<file path="src/core/pte_pkg.sv">
// Operation
// - drive task applies polarity action to pin
// - set task drives selected pin high
// - clear task drives selected pin low
// - per-channel input event flag, software writable
// - port event flag set by sense trigger
// - enable-set writes one enable channel irq
// - enable-set port bit enables port irq
// - enable-clear writes one disable channel irq
// - enable-clear port bit disables port irq
// - eight channel configuration registers at 0x510
// - mode 0 disabled, 1 event, 3 task
// - polarity none, rising, falling, toggle
// - task mode pin overrides port output
// - entering task mode loads initial level
package pte_pkg;
    localparam int unsigned NCH = 8;
    localparam int unsigned NPIN = 32;
    localparam logic [11:0] OFF_DRIVE = 12'h000;
    localparam logic [11:0] OFF_SET = 12'h030;
    localparam logic [11:0] OFF_CLEAR = 12'h060;
    localparam logic [11:0] OFF_EVENT = 12'h100;
    localparam logic [11:0] OFF_PORT = 12'h17C;
    localparam logic [11:0] OFF_IRQ_SET = 12'h304;
    localparam logic [11:0] OFF_IRQ_CLR = 12'h308;
    localparam logic [11:0] OFF_CONFIG = 12'h510;
    localparam logic [11:0] CH_SPAN = 12'h020;
    localparam int unsigned PORT_BIT = 31;
    // config field layout
    localparam int unsigned MODE_LSB = 0;
    localparam int unsigned PSEL_LSB = 8;
    localparam int unsigned POL_LSB = 16;
    localparam int unsigned INIT_BIT = 20;
    localparam logic [31:0] CFG_MASK = 32'h0013_1F03;
    localparam logic [1:0] MODE_OFF = 2'h0;
    localparam logic [1:0] MODE_EVENT = 2'h1;
    localparam logic [1:0] MODE_TASK = 2'h3;
    localparam logic [1:0] POL_NONE = 2'h0;
    localparam logic [1:0] POL_RISE = 2'h1;
    localparam logic [1:0] POL_FALL = 2'h2;
    localparam logic [1:0] POL_TOGGLE = 2'h3;

    typedef struct packed {
        logic [1:0] mode;
        logic [4:0] pin;
        logic [1:0] pol;
        logic       init;
    } pte_cfg_t;

    typedef struct packed {
        logic drive;
        logic set;
        logic clear;
    } pte_task_t;
endpackage : pte_pkg

</file>
<file path="src/core/pte_channel.sv">
`timescale 1ns/1ps
// one channel: output level tracking and input edge detection
module pte_channel (
    input  wire logic              pclk,
    input  wire logic              presetn,
    input  wire pte_pkg::pte_cfg_t cfg,
    input  wire pte_pkg::pte_task_t task_req,
    input  wire logic              pin_level,
    output logic                   out_level,
    output logic                   edge_hit
);
    typedef struct packed {
        logic lvl;
        logic prev_in;
        logic was_task;
    } pte_ch_state_t;
    pte_ch_state_t st_reg, st_next;
    logic rise, fall;

    always_comb begin
        st_next = st_reg;
        st_next.prev_in = pin_level;
        st_next.was_task = (cfg.mode == pte_pkg::MODE_TASK);
        rise = pin_level & ~st_reg.prev_in;
        fall = ~pin_level & st_reg.prev_in;
        edge_hit = 1'b0;
        if (cfg.mode == pte_pkg::MODE_TASK) begin
            if (!st_reg.was_task) begin
                st_next.lvl = cfg.init;
            end else if (task_req.clear) begin
                st_next.lvl = 1'b0;
            end else if (task_req.set) begin
                st_next.lvl = 1'b1;
            end else if (task_req.drive) begin
                unique case (cfg.pol)
                    pte_pkg::POL_NONE:   st_next.lvl = st_reg.lvl;
                    pte_pkg::POL_RISE:   st_next.lvl = 1'b1;
                    pte_pkg::POL_FALL:   st_next.lvl = 1'b0;
                    pte_pkg::POL_TOGGLE: st_next.lvl = ~st_reg.lvl;
                endcase
            end
        end
        if (cfg.mode == pte_pkg::MODE_EVENT) begin
            unique case (cfg.pol)
                pte_pkg::POL_NONE:   edge_hit = 1'b0;
                pte_pkg::POL_RISE:   edge_hit = rise;
                pte_pkg::POL_FALL:   edge_hit = fall;
                pte_pkg::POL_TOGGLE: edge_hit = rise | fall;
            endcase
        end
    end

    always_ff @(posedge pclk or negedge presetn) begin
        if (!presetn) begin
            st_reg <= '0;
        end else begin
            st_reg <= st_next;
        end
    end

    assign out_level = st_reg.lvl;

    property p_set_high;
        @(posedge pclk) disable iff (!presetn)
        (cfg.mode == pte_pkg::MODE_TASK && st_reg.was_task
         && task_req.set && !task_req.clear) |=> out_level;
    endproperty
    a_set_high: assert property (p_set_high)
        else $error("set task did not raise level");

    property p_clear_low;
        @(posedge pclk) disable iff (!presetn)
        (cfg.mode == pte_pkg::MODE_TASK && st_reg.was_task
         && task_req.clear) |=> !out_level;
    endproperty
    a_clear_low: assert property (p_clear_low)
        else $error("clear task did not lower level");

    property p_toggle;
        @(posedge pclk) disable iff (!presetn)
        (cfg.mode == pte_pkg::MODE_TASK && st_reg.was_task
         && task_req == 3'b100 && cfg.pol == pte_pkg::POL_TOGGLE)
        |=> out_level != $past(out_level);
    endproperty
    a_toggle: assert property (p_toggle)
        else $error("toggle drive task did not invert level");

    property p_init;
        @(posedge pclk) disable iff (!presetn)
        (cfg.mode == pte_pkg::MODE_TASK && !st_reg.was_task)
        |=> out_level == $past(cfg.init);
    endproperty
    a_init: assert property (p_init)
        else $error("initial level not applied on task entry");
endmodule : pte_channel

</file>
<file path="src/core/pte_unit.sv">
// Added by the designer: register access over APB.
`timescale 1ns/1ps
// pin task/event unit, APB slave, zero wait states
module pte_unit #(
    parameter int unsigned NCH = pte_pkg::NCH
) (
    input  wire logic        pclk,
    input  wire logic        presetn,
    input  wire logic        psel,
    input  wire logic        penable,
    input  wire logic        pwrite,
    input  wire logic [11:0] paddr,
    input  wire logic [31:0] pwdata,
    output logic      [31:0] prdata,
    output logic             pready,
    output logic             pslverr,
    input  wire logic [31:0] pin_in,
    input  wire logic        sense_trigger,
    input  wire logic [31:0] port_out,
    input  wire logic [31:0] port_oe,
    output logic      [31:0] pin_out,
    output logic      [31:0] pin_oe,
    output logic             irq
);
    typedef struct packed {
        logic [NCH-1:0]       ev;
        logic                 port_ev;
        logic [NCH-1:0]       ien;
        logic                 port_ien;
        logic [NCH-1:0][31:0] cfg;
        logic [31:0]          rdata;
    } pte_state_t;
    pte_state_t st_reg, st_next;

    pte_pkg::pte_cfg_t  cfg_f [NCH];
    pte_pkg::pte_task_t tsk [NCH];
    logic [NCH-1:0] lvl, hit;
    logic wr, rd_setup, hit_map;

    assign wr = psel & penable & pwrite;
    // read word is captured in the setup cycle so prdata is a flop output
    assign rd_setup = psel & ~penable & ~pwrite;
    assign pready = 1'b1;

    genvar g;
    generate
        for (g = 0; g < NCH; g++) begin : gen_ch
            always_comb begin
                cfg_f[g].mode = st_reg.cfg[g][pte_pkg::MODE_LSB +: 2];
                cfg_f[g].pin = st_reg.cfg[g][pte_pkg::PSEL_LSB +: 5];
                cfg_f[g].pol = st_reg.cfg[g][pte_pkg::POL_LSB +: 2];
                cfg_f[g].init = st_reg.cfg[g][pte_pkg::INIT_BIT];
                tsk[g].drive = wr && pwdata[0]
                    && paddr == pte_pkg::OFF_DRIVE + 12'(4 * g);
                tsk[g].set = wr && pwdata[0]
                    && paddr == pte_pkg::OFF_SET + 12'(4 * g);
                tsk[g].clear = wr
                    && paddr == pte_pkg::OFF_CLEAR + 12'(4 * g);
            end
            pte_channel u_ch (
                .pclk      (pclk),
                .presetn   (presetn),
                .cfg       (cfg_f[g]),
                .task_req  (tsk[g]),
                .pin_level (pin_in[cfg_f[g].pin]),
                .out_level (lvl[g]),
                .edge_hit  (hit[g])
            );
        end
    endgenerate

    // pin override; later channel wins if software double-assigns a pin
    always_comb begin
        pin_out = port_out;
        pin_oe = port_oe;
        for (int i = 0; i < NCH; i++) begin
            if (cfg_f[i].mode == pte_pkg::MODE_TASK) begin
                pin_out[cfg_f[i].pin] = lvl[i];
                pin_oe[cfg_f[i].pin] = 1'b1;
            end else if (cfg_f[i].mode == pte_pkg::MODE_EVENT) begin
                pin_oe[cfg_f[i].pin] = 1'b0;
            end
        end
    end

    always_comb begin
        st_next = st_reg;
        st_next.rdata = '0;
        for (int i = 0; i < NCH; i++) begin
            if (wr && paddr == pte_pkg::OFF_EVENT + 12'(4 * i)) begin
                st_next.ev[i] = pwdata[0];
            end
            if (hit[i]) begin
                st_next.ev[i] = 1'b1;
            end
            if (wr && paddr == pte_pkg::OFF_CONFIG + 12'(4 * i)) begin
                st_next.cfg[i] = pwdata & pte_pkg::CFG_MASK;
            end
            if (rd_setup && paddr == pte_pkg::OFF_EVENT + 12'(4 * i)) begin
                st_next.rdata = {31'h0, st_reg.ev[i]};
            end
            if (rd_setup && paddr == pte_pkg::OFF_CONFIG + 12'(4 * i)) begin
                st_next.rdata = st_reg.cfg[i];
            end
        end
        if (wr && paddr == pte_pkg::OFF_PORT) begin
            st_next.port_ev = pwdata[0];
        end
        if (sense_trigger) begin
            st_next.port_ev = 1'b1;
        end
        if (wr && paddr == pte_pkg::OFF_IRQ_SET) begin
            st_next.ien = st_reg.ien | pwdata[NCH-1:0];
            st_next.port_ien = st_reg.port_ien
                | pwdata[pte_pkg::PORT_BIT];
        end
        if (wr && paddr == pte_pkg::OFF_IRQ_CLR) begin
            st_next.ien = st_reg.ien & ~pwdata[NCH-1:0];
            st_next.port_ien = st_reg.port_ien
                & ~pwdata[pte_pkg::PORT_BIT];
        end
        if (rd_setup && paddr == pte_pkg::OFF_PORT) begin
            st_next.rdata = {31'h0, st_reg.port_ev};
        end
        if (rd_setup && (paddr == pte_pkg::OFF_IRQ_SET
                   || paddr == pte_pkg::OFF_IRQ_CLR)) begin
            st_next.rdata = '0;
            st_next.rdata[NCH-1:0] = st_reg.ien;
            st_next.rdata[pte_pkg::PORT_BIT] = st_reg.port_ien;
        end
    end

    // zero wait still holds: the word stands through the whole access phase
    assign prdata = st_reg.rdata;

    // task registers are write-only strobes; unmapped reads give zero
    always_comb begin
        hit_map = 1'b0;
        for (int i = 0; i < NCH; i++) begin
            if (paddr == pte_pkg::OFF_DRIVE + 12'(4 * i)
                || paddr == pte_pkg::OFF_SET + 12'(4 * i)
                || paddr == pte_pkg::OFF_CLEAR + 12'(4 * i)
                || paddr == pte_pkg::OFF_EVENT + 12'(4 * i)
                || paddr == pte_pkg::OFF_CONFIG + 12'(4 * i)) begin
                hit_map = 1'b1;
            end
        end
        if (paddr == pte_pkg::OFF_PORT || paddr == pte_pkg::OFF_IRQ_SET
            || paddr == pte_pkg::OFF_IRQ_CLR) begin
            hit_map = 1'b1;
        end
    end
    assign pslverr = psel & penable & ~hit_map;

    always_ff @(posedge pclk or negedge presetn) begin
        if (!presetn) begin
            st_reg <= '0;
        end else begin
            st_reg <= st_next;
        end
    end

    assign irq = |(st_reg.ev & st_reg.ien)
        | (st_reg.port_ev & st_reg.port_ien);

    property p_event_set;
        @(posedge pclk) disable iff (!presetn)
        hit[NCH-1] |=> st_reg.ev[NCH-1];
    endproperty
    a_event_set: assert property (p_event_set)
        else $error("channel event not flagged");

    property p_port_set;
        @(posedge pclk) disable iff (!presetn)
        sense_trigger |=> st_reg.port_ev;
    endproperty
    a_port_set: assert property (p_port_set)
        else $error("port event not flagged");

    property p_ien_set;
        @(posedge pclk) disable iff (!presetn)
        (wr && paddr == pte_pkg::OFF_IRQ_SET && pwdata[NCH-1])
        |=> st_reg.ien[NCH-1];
    endproperty
    a_ien_set: assert property (p_ien_set)
        else $error("enable-set did not enable");

    property p_ien_clr;
        @(posedge pclk) disable iff (!presetn)
        (wr && paddr == pte_pkg::OFF_IRQ_CLR && pwdata[NCH-1])
        |=> !st_reg.ien[NCH-1];
    endproperty
    a_ien_clr: assert property (p_ien_clr)
        else $error("enable-clear did not disable");

    property p_irq;
        @(posedge pclk) disable iff (!presetn)
        (st_reg.port_ev && st_reg.port_ien) |-> irq;
    endproperty
    a_irq: assert property (p_irq)
        else $error("irq missing for enabled port event");

    property p_task_oe;
        @(posedge pclk) disable iff (!presetn)
        (cfg_f[0].mode == pte_pkg::MODE_TASK)
        |-> pin_oe[cfg_f[0].pin] && pin_out[cfg_f[0].pin] == lvl[0];
    endproperty
    a_task_oe: assert property (p_task_oe)
        else $error("task pin not driven by its channel");

    property p_event_in;
        @(posedge pclk) disable iff (!presetn)
        (cfg_f[NCH-1].mode == pte_pkg::MODE_EVENT)
        |-> !pin_oe[cfg_f[NCH-1].pin];
    endproperty
    a_event_in: assert property (p_event_in)
        else $error("event pin still driven");
endmodule : pte_unit

</file>
<file path="config.mk">
export PLATFORM = sky130hd
export DESIGN_NAME = pte_unit
export DESIGN_NICKNAME = d
export VERILOG_FILES = /design/src/core/pte_pkg.sv /design/src/core/pte_channel.sv /design/src/core/pte_unit.sv
export SDC_FILE = /design/constraint.sdc
export NUM_CORES = 1
export LEC_CHECK = 0
export ABC_AREA = 1
export BUFFER_PORTS_ARGS = -buffer_cell sky130_fd_sc_hd__buf_2
export CAP_MARGIN = 10
export CORE_ASPECT_RATIO = 0.8
export CORE_MARGIN = 2
export CORE_UTILIZATION = 25
export CTS_BUF_LIST = sky130_fd_sc_hd__clkbuf_8 sky130_fd_sc_hd__clkbuf_16
export DETAILED_ROUTE_END_ITERATION = 6
export HOLD_SLACK_MARGIN = 0.15
export PLACE_DENSITY_LB_ADDON = 0.12
export SETUP_SLACK_MARGIN = 0.3
export SYNTH_ARGS = -nofsm -noshare
export SYNTH_HDL_FRONTEND = slang
export SYNTH_SLANG_ARGS = --single-unit
</file>
<file path="constraint.sdc">
create_clock -name pclk -period 3 [get_ports pclk]
set_input_delay 0.3 -clock pclk [delete_from_list [all_inputs] [get_ports pclk]]
set_output_delay 0.3 -clock pclk [all_outputs]
set_load 0.02 [all_outputs]
</file>
# Word level (Yosys, flattened, before mapping)
# Index checks and enable logic that the tools add are counted.
[word_totals]
ff_bits = 154
inputBits = 146
out_inout_bits = 99
wordCells = 547
[classes]
n_lt_le_gt_ge = 16
n_eq_ne = 98
muxes = 167
bitwise_logic = 89
reduce_logical = 133
[ops]
columns = ["cell", "count"]
rows = [
  ["$mux W32", 41],
  ["$and A32 B32 Y32", 8],
  ["$bwmux W32", 8],
  ["$not A32 Y32", 8],
  ["$or A32 B32 Y32", 8],
  ["$eq A12 B7 Y1 const B", 12],
  ["$eq A12 B9 Y1 const B", 9],
  ["$eq A12 B11 Y1 const B", 8],
  ["$mux W1", 84],
  ["$logic_and A1 B1 Y1", 70],
  ["$eq A12 B5 Y1 const B", 4],
  ["$eq A12 B6 Y1 const B", 4],
  ["$eq A2 B2 Y1 const B", 24],
  ["$lt A5 B6 Y1 const B", 8],
  ["$bmux W1 S5", 8],
  ["$demux W1 S5", 8],
  ["$ge A5 B1 Y1 const B", 8],
  ["$logic_or A1 B1 Y1", 35],
  ["$eq A2 B1 Y1 const B", 16],
  ["$ne A4 B1 Y1 const B", 8],
  ["$ne A4 B2 Y1 const B", 8],
  ["$pmux W1 S4", 8],
  ["$not A1 Y1", 28],
  ["$eq A12 B10 Y1 const B", 2],
  ["14 further kinds", 78],
]

# Longest topological paths before layout
# Gate-level depths: netlist (run 1).
[depth]
word_depth = 29
ltp_mapped = 23
ltp_nobuf = 23

# Cells and area by module
# A second synthesis (run 1) with hierarchy kept.
[unflattened]
hier_cells = 2887
area_unflattened_um2 = 16564.6
[by_module_without_submodules]
columns = ["mod", "instances", "cells_each", "area_each_um2", "seq_area_each_um2"]
rows = [
  ["pte_unit", 1, 2567, 14632.8, 2877.8],
  ["pte_channel", 8, 40, 241.5, 75.1],
]

# Worst setup path after synthesis (run 1)
# OpenSTA, ideal clock, no wires.
[synth_path]
kind = "reg2reg"
start = "register st_reg, in the netlist cfg_f[54]"
end = "register st_reg[300] (netlist name)"
setup_ns = 0.087
arrival_ns = 2.371
t_required_ns = 2.913
slack_ns = 0.543
stages_incl_launch_ff = 13
n_path_buf = 1
synth_period_minus_slack_ns = 2.457
path_cell_list = "dfrtp_1 buf_2 or2_1 inv_1 a22oi_1 o221ai_1 a22o_1 nor4_1 inv_1 ha_1 o311ai_0 nand3_1 o211ai_1"
[synth_via]
elab_chain_len = 8
elab_cells_between_ends = 10
classes_between = "5 x mux; 4 x bitwise; 1 x reduce/logical"
[synth_rtl]
columns = ["item", "line", "text"]
rows = [
  ["start, declared", "pte_unit.sv:33", "pte_state_t st_reg, st_next;"],
  ["start signal, assigned", "pte_unit.sv:159", "st_reg <= st_next;"],
  ["$bmux W1 S5 (*)", "pte_unit.sv:65", ".pin_level (pin_in[cfg_f[g].pin]),"],
  ["$mux W1 (not written as such) (*)", "pte_unit.sv:65", ""],
  ["via gen_ch[2].u_ch.pin_level", "pte_channel.sv:8", "input wire logic pin_level,"],
  ["$not A1 Y1", "pte_channel.sv:25", "fall = ~pin_level & st_reg.prev_in;"],
  ["$and A1 B1 Y1", "pte_channel.sv:25", ""],
  ["$or A1 B1 Y1", "pte_channel.sv:48", "pte_pkg::POL_TOGGLE: edge_hit = rise | fall;"],
  ["$pmux W1 S4 (*)", "pte_channel.sv:44", "unique case (cfg.pol)"],
  ["$mux W1 (*)", "pte_channel.sv:43", "if (cfg.mode == pte_pkg::MODE_EVENT) begin"],
  ["$mux W1 or $reduce_bool A2 Y1 (tied branches)", "n/a", ""],
]
# Mark *: on every way through the listed nets, which the timed path passes. The rest lies on a longest branch. The select of a mux whose other input is x is not followed.
# A chain may end at the register's enable or synchronous reset.

# Worst setup path after layout (run 1)
[layout_path]
start = "register st_reg, in the netlist cfg_f[57]"
end = "output pin_out[12]"
[layout_via]
elab_chain_len = 16
elab_cells_between_ends = 17
classes_between = "2 x order compare; 14 x mux; 1 x reduce/logical"
[layout_rtl]
columns = ["item", "line", "text"]
rows = [
  ["$lt A5 B6 Y1 (not written as such) or $ge A5 B1 Y1 (tied branches)", "pte_unit.sv:78", "pin_out[cfg_f[i].pin] = lvl[i];"],
  ["$logic_and A1 B1 Y1 (not written as such)", "pte_unit.sv:78", ""],
  ["$mux W1 (not written as such)", "pte_unit.sv:78", ""],
  ["$demux W1 S5 (*)", "pte_unit.sv:78", ""],
  ["$bwmux W32 (*)", "pte_unit.sv:78", ""],
  ["$mux W32 (*)", "pte_unit.sv:77", "if (cfg_f[i].mode == pte_pkg::MODE_TASK) begin"],
  ["$bwmux W32", "pte_unit.sv:78", ""],
  ["$mux W32 (*)", "pte_unit.sv:77", ""],
  ["$bwmux W32", "pte_unit.sv:78", ""],
  ["$mux W32 (*)", "pte_unit.sv:77", ""],
  ["$bwmux W32", "pte_unit.sv:78", ""],
  ["$mux W32 (*)", "pte_unit.sv:77", ""],
  ["$bwmux W32", "pte_unit.sv:78", ""],
  ["$mux W32 (*)", "pte_unit.sv:77", ""],
  ["$bwmux W32", "pte_unit.sv:78", ""],
  ["$mux W32 (*)", "pte_unit.sv:77", ""],
  ["end, declared", "pte_unit.sv:21", "output logic [31:0] pin_out,"],
]
# Mark *: on every way between the ends. The rest lies on a longest branch, timed or not.

==> out/qor.txt, run 1 <==
Busiest grt layer = met1
Startpoint types = register
EDFF count, synth = 0
Synthesis Warnings = 0
Max VDD drop = 327 uV
Synthesis-to-finish area growth = 44.9%
Max reg flops = 80
Outcome = finished with violations
Yosys cell types = 54
Vias per cell = 5.40
Max incr delay on CP = 0.48 ns
RSZ-0062 raised after global routing = true
Remaining DRCs = 0
Share of cells above drive strength 1 = 35.8%
M1 GR Usage = 44.1%
Die area = 0.0688 mm2
Remaining antenna violation count = 0
Clock latency at the later pin of the worst-skew pair = 0.45 ns
Tot Pwr = 5.25 mW
Grt met3 use = 4.44%
Routed WL per cell = 23.8 um
Core Area = 0.0658 mm2
#FFs+latches synth = 139
Antenna violations before repair = 0
Max clock buf depth = 2
Inst Count DP = 4016
Most frequent CP cell = o211ai_1
Setup TNS = -11.37 ns
First-pass DRT Iterations = 6
Non-Filler Instances = 4125
Final hold vios = 0
Row cnt = 84
H-tree depth = 4
Number of global-route vias before repair = 20400
Vias = 22300
CP top delay family = compound AO/OA/AOI/OAI gates
Post-route minimum period = 3.32 ns
Overall routed net length = 98200 um
Synth Flop Type = dfrtp_1
Final setup fails = 63
Initial Util = 25.3%
Failing checks = negative setup slack
Type of the worst min-delay path = in -> reg
Num Clock Sinks = 139
Least-Margin Pin Slew = 0.850 ns
TritonCTS clock tree = yes
Leakage dissipation = 10.2 nW
Final Slew Violations = 0
Cell area after synthesis = 0.0167 mm2
Final worst setup slack = -0.324 ns
Total GRT Usage = 27.3%
Met2 global-route usage = 37.2%
Crit Path Max Fanout = 4
Nets = 3412
Cell chain of the critical path = buf_6 -> nor3_4 -> buf_6 -> nand3_4 -> o211ai_1 -> o211ai_1 -> o211ai_1 -> o211ai_1 -> buf_4 -> o211ai_1 -> a31oi_1 -> buf_4
Max Clock Freq = 301 MHz
Largest net degree at the start of global routing = 89
Synth Instances = 2815
First-pass GRT wire length = 139000 um
Avg Cell Area, Syn = 5.92 um2
Slew Limit Headroom = 43.3%
Setup CP Type = reg -> out
Detailed Route Iter0 Violations = 2494
Die Width = 293 um
Grt ovf = 0
Synth async-reset ratio = 100%
Slowest CP cell = dfrtp_2
Crit end category = output port
IO Port Bufs = 213
CTS Buf Count = 17
Io pins = 245
Fillcell total = 7135
Max_cap viols = 0
Worst Path Arrival = 3.02 ns
Final period utilization = 111%
Chip height = 235 um
PwrDens = 218 mW/mm2
RePlAce Congestion = 0.950
Clock skew = 0.0171 ns
Detail Placement HPWL = 79300 um
Buffers & Inverters on Critical Path = 4
CP Data Required Time = 2.70 ns
CTS clock-pin slew for the worst setup and hold paths = 0.07 ns
Sequential area share after synthesis = 20.9%
Root Driver = clkbuf_16
==> where the power goes <==
part           internal (mW)  switching [mW]  leakage (nW)
logic                  0.427           0.736          8.11
registers               1.88         0.00565          1.78
clock network           1.19            1.01         0.292
total                   3.50            1.76          10.2
==> per-layer routing <==
layer | vias to the layer above | share of wire [%]
met5 | - | 0
met4 | 0 | 1.7
met3 | 61 | 7.9
met2 | 1012 | 39
met1 | 10700 | 51
li1 | 10500 | -
==> worst reg2reg max path: cells and delay by family (launching register included) <==
family	cells	cell delay (ns)
compound gates	5	0.94
buf+inv	5	0.55
simple gates	3	0.48
flops	1	0.41
fa+ha+maj	1	0.27
==> cell usage after synthesis, types with 11 or more instances <==
| cell | count | area share (%) |
|---|---|---|
| nand2_1 | 743 | 17 |
| buf_2 | 26 | 0.78 |
| nor2_2 | 21 | 0.79 |
| ha_1 | 16 | 1.2 |
| nand3_1 | 171 | 5.1 |
| nor2_4 | 15 | 1.0 |
| nand4_1 | 12 | 0.45 |
| o21ai_1 | 80 | 2.4 |
| inv_2 | 60 | 1.4 |
| inv_1 | 311 | 7.0 |
| o21ai_0 | 200 | 6.0 |
| a31oi_1 | 19 | 0.71 |
| dfrtp_1 | 139 | 21 |
| a22oi_1 | 77 | 3.5 |
| clkbuf_1 | 92 | 2.1 |
| o221ai_1 | 82 | 4.3 |
| nor2_1 | 248 | 5.6 |
| nor3_1 | 56 | 1.7 |
| o22ai_1 | 28 | 1.1 |
| clkinv_1 | 13 | 0.29 |
| a22o_1 | 27 | 1.4 |
| a221oi_1 | 11 | 0.58 |
| buf_4 | 34 | 1.5 |
| nor3_2 | 12 | 0.72 |
| o31ai_1 | 13 | 0.59 |
| o211ai_1 | 71 | 3.2 |
| a21oi_1 | 138 | 4.1 |
| nor4_1 | 17 | 0.64 |
==> area by class of cell <==
type / instances / area [um2] / share of cell area, %
Multi-Input combinational cell: 2147 / 13300 / 55.1
Timing Repair Buffer: 560 / 4160 / 17.2
Sequential cell: 139 / 3510 / 14.5
Inverter: 384 / 1500 / 6.20
Tap cell: 860 / 1080 / 4.46
Clock buffer: 17 / 425 / 1.76
Clock inverter: 15 / 171 / 0.710
Timing Repair inverter: 1 / 7.51 / 0.0311
Antenna cell: 2 / 5.00 / 0.0207
==> through the flow <==
step	hold slack [ns]	instance area [um2]	setup slack, ns	util (%)
2_1_floorplan	0.00441	16700	0.543	-
3_3_place_gp	0.163	20300	-0.157	30.8
3_5_place_dp	0.160	20300	-0.0921	30.8
4_1_cts	0.153	22400	-0.220	34.0
5_1_grt	0.182	24100	-0.410	36.7
6_report	0.168	24200	-0.324	36.7
==> final timing paths <==
path                            from          end  slack, ns  cells past startpoint
max in group asynchronous    presetn    cfg_f[63]       1.90                      3
min reg2reg                cfg_f[10]    cfg_f[10]       0.49                      2
max                        cfg_f[57]  pin_out[12]      -0.32                     12
max reg2reg                cfg_f[74]  st_reg[298]       0.22                     14
min in group asynchronous    presetn    cfg_f[11]       0.26                      2
min                        pwdata[5]     register       0.17                      4
==> cells by family (layout without fill, tap and decap cells) <==
group | after synthesis | count (layout) | share of synthesized area [%]
buf+inv | 543 | 977 | 13.2
other cells | 2 | 18 | 0.0451
fa+ha+maj | 16 | 16 | 1.20
simple gates | 1319 | 1319 | 34.3
compound gates | 796 | 796 | 30.4
flops | 139 | 139 | 20.9
==> cells in the final DEF, fill, tap and decap left out, types with 16 or more instances in the layout <==
master	n
nor3_1	40
nor2_2	42
o21ai_0	173
conb_1	16
buf_4	320
nand3_2	20
inv_1	282
o21ai_2	48
inv_2	72
a22oi_1	53
a21oi_2	69
a21oi_1	64
nand3_1	140
buf_2	171
dfrtp_2	25
dfrtp_1	114
a22oi_2	24
nor2_1	189
o22ai_1	19
nand2_1	680
o211ai_1	71
nor2_4	53
o21ai_1	60
nand2_2	60
o221ai_1	56
inv_4	16
a22o_1	27
buf_6	50
nor3_4	18
o221ai_2	25
clkbuf_16	17
==> timing repair <==
action / 4_1_cts / 5_1_grt
setup buffers: 33 / 37
setup endpoints to repair: 72 / 72
pin swaps: 81 / 167
hold endpoints to repair: 142 / 0
resized for setup: 335 / 369
hold buffers: 4 / 0
cloned: 1 / 0
(Power assumes the default switching activity.)
==> run 2, diff against run 1 <==
Settings changed: ABC_AREA 1 to 0, CAP_MARGIN 10 to unset.
==> out/qor.txt, run 2 <==
Most common cell after layout, fill and taps aside = buf_4 (was nand2_1)
Clock latency at the later pin of the worst-skew pair = 0.45 ns (about the same)
Row cnt = 86 (was 84)
Nets = 2972 (was 3412)
CTS Buf Count = 17 (unchanged)
Most frequent cell after synthesis = nand2_1 (unchanged)
Crit end category = output port (unchanged)
Remaining antenna violation count = 0 (unchanged)
Max clock buf depth = 2 (unchanged)
WHS Path Cells = 2 (was 4)
EDFF count, synth = 0 (unchanged)
Detail Placement HPWL = 103000 um (was 79300 um)
Worst R2R Start = cfg_f[63] (was cfg_f[74])
Crit Path Max Fanout = 4 (unchanged)
Grt ovf = 0 (unchanged)
CP Data Required Time = 2.70 ns (about the same)
Share of cells above drive strength 1 = 48.7% (was 35.8%)
RR Endpoint = st_reg[299] (was st_reg[298])
Yosys cell types = 92 (was 54)
Max reg flops = 80 (unchanged)
Synthesis-to-finish area growth = 54.0% (was 44.9%)
#FFs+latches synth = 139 (unchanged)
Sequential area share after synthesis = 20.1% (was 20.9%)
Max_cap viols = 0 (unchanged)
TritonCTS clock tree = yes (unchanged)
Initial Util = 25.2% (was 25.3%)
Max Clock Freq = 297 MHz (was 301 MHz)
PwrDens = 196 mW/mm2 (was 218 mW/mm2)
H-tree depth = 4 (unchanged)
Tot Pwr = 5.23 mW (was 5.25 mW)
Startpoint types = register (unchanged)
Routed WL per cell = 33.7 um (was 23.8 um)
Remaining DRCs = 0 (unchanged)
Avg Cell Area, Syn = 7.76 um2 (was 5.92 um2)
Least-Margin Pin Slew = 0.809 ns (was 0.850 ns)
Vias per cell = 6.20 (was 5.40)
Number of global-route vias before repair = 21600 (was 20400)
RePlAce Congestion = 1.03 (was 0.950)
CTS clock-pin slew for the worst setup and hold paths = 0.07 ns (about the same)
Flop-to-flop setup slack = 0.23 ns (was 0.22 ns)
Final hold vios = 0 (unchanged)
Top post-synthesis cells by area = dfrtp_1 (20%), mux4_2 (8.3%), nand2_1 (5.6%) (was dfrtp_1 (21%), nand2_1 (17%), inv_1 (7.0%))
Cell area after synthesis = 0.0173 mm2 (was 0.0167 mm2)
Slew Limit Headroom = 45.9% (was 43.3%)
Post-synth top cells = nand2_1 (259), nor2_1 (230), clkbuf_1 (157) (was nand2_1 (743), inv_1 (311), nor2_1 (248))
Core Area = 0.0688 mm2 (was 0.0658 mm2)
Yosys top cell by area = dfrtp_1 (unchanged)
Worst Path Arrival = 3.07 ns (was 3.02 ns)
Die area = 0.0715 mm2 (was 0.0688 mm2)
Most frequent cells in the layout = buf_4 (474), nand2_1 (230), nor2_1 (215), buf_2 (155), buf_6 (108) (was nand2_1 (680), buf_4 (320), inv_1 (282), nor2_1 (189), o21ai_0 (173))
Synth Flop Type = dfrtp_1 (unchanged)
Vias = 23200 (was 22300)
Type of the worst min-delay path = in -> reg (unchanged)
Num Clock Sinks = 139 (unchanged)
First-pass GRT wire length = 173000 um (was 139000 um)
Outcome = finished with violations (unchanged)
Final Slew Violations = 0 (unchanged)
First-pass DRT Iterations = 6 (unchanged)
Final worst setup slack = -0.370 ns (was -0.324 ns)
Root Driver = clkbuf_16 (unchanged)
Path depth of the worst reg2reg path = 14 (unchanged)
Die Width = 298 um (was 293 um)
Synth async-reset ratio = 100% (unchanged)
Antenna violations before repair = 0 (unchanged)
Final period utilization = 112% (was 111%)
Top cell type's share of synthesized area = 20.1% (was 20.9%)
Hold Slack = 0.345 ns (was 0.168 ns)
Largest net degree at the start of global routing = 56 (was 89)
Max VDD drop = 382 uV (was 327 uV)
Setup CP Type = reg -> out (unchanged)
Detailed Route Iter0 Violations = 3461 (was 2494)
Chip height = 240 um (was 235 um)
Failing checks = negative setup slack (unchanged)
Io pins = 245 (unchanged)
Synth Instances = 2233 (was 2815)
Total GRT Usage = 34.1% (was 27.3%)
Final setup fails = 51 (was 63)
RSZ-0062 raised after global routing = true (unchanged)
Post-route minimum period = 3.37 ns (was 3.32 ns)
Hold Startpoint = pwdata[1] (was pwdata[5])
IO Port Bufs = 213 (unchanged)
Overall routed net length = 126000 um (was 98200 um)
Leakage dissipation = 10.8 nW (was 10.2 nW)
Synthesis Warnings = 0 (unchanged)
Clock skew = 0.0164 ns (was 0.0171 ns)
run 2: cell types whose count changed in the layout (fill, tap and decap cells not counted), sizes merged, moves of 61 or more:
cell / change
nand2: -497
o21ai: -139
nand3: -81
mux4: +64
mux2: +80
o211ai: -61
inv: -334
buf: +206
run 2: worst max path at each step:
stage | from | to | slack [ns] | cells after the start
after detailed placement | cfg_f[74] | pin_out[16] | -0.41 | 9
after CTS | cfg_f[74] | pin_oe[20] | -0.35 | 7
after global placement | cfg_f[74] | pin_out[16] | -0.47 | 9
after floorplan | cfg_f[63] | st_reg[299] | 0.31 | 12
final | cfg_f[74] | pin_oe[20] | -0.37 | 7
after global routing | cfg_f[74] | pin_oe[20] | -0.39 | 7
run 2: repair_timing:
item                                    4_1_cts  5_1_grt
endpoints found under the hold margin        54        0
pin swaps                                   145      138
endpoints found under the setup margin       69       71
buffers inserted                             50       34
resized for setup                           532      221
hold buffers                                  9        0
cloned                                        1        2
run 2: area by class of cell:
class	instances	area (um2)
Fill cell	7158	42100
Multi-Input combinational cell	1840	15100
Timing Repair Buffer	773	6160
Sequential cell	139	3520
Tap cell	924	1160
Clock buffer	18	439
Inverter	39	154
Clock inverter	14	146
Antenna cell	1	2.50
run 2: logic make-up after synthesis:
| family | count (synthesis) | share of synthesized area [%] |
|---|---|---|
| adder cells (fa/ha/maj) | 16 | 1.15 |
| flip-flops | 139 | 20.1 |
| other | 2 | 0.0433 |
| AO/OA/AOI/OAI | 716 | 28.5 |
| buffers and inverters | 268 | 6.75 |
| AND/OR/NAND/NOR | 912 | 27.9 |
| multiplexers | 180 | 15.6 |
run 2: routing by layer:
metal	global-route usage (%)	share of wire, %	vias up
li1	-	-	9798
met5	0.544	0.043	-
met4	5.51	1.9	2
met2	46.6	39	1506
met3	11.4	13	124
met1	51.3	46	11800
run 2: worst max-delay path, stage by stage, from the launching register on:
cell     delay, ns
dfrtp_2       0.44
or4b_4        0.61
o21ai_4       0.17
a22o_1        0.20
a22oi_2       0.09
or4_4         0.57
a221o_1       0.39
buf_6         0.16
run 2: power by group:
part / total, mW / switching [mW] / internal, mW
clock: 2.16 / 0.961 / 1.20
combinational: 1.19 / 0.711 / 0.477
sequential: 1.89 / 0.00691 / 1.88
total: 5.23 / 1.68 / 3.55
run 2: metrics by stage:
| stage | worst slack [ns] | TNS, ns | utilization (%) | cells | cell area (um2) |
|---|---|---|---|---|---|
| floorplan | 0.311 | 0 | - | 2247 | 17400 |
| detailed placement | -0.410 | -0.708 | 32.3 | 3619 | 22200 |
| finish | -0.370 | -6.32 | 38.8 | 3748 | 26700 |
| global placement | -0.474 | -0.710 | 32.3 | 3619 | 22200 |
| CTS | -0.353 | -5.48 | 36.9 | 3711 | 25400 |
| global route | -0.393 | -9.22 | 38.8 | 3747 | 26700 |
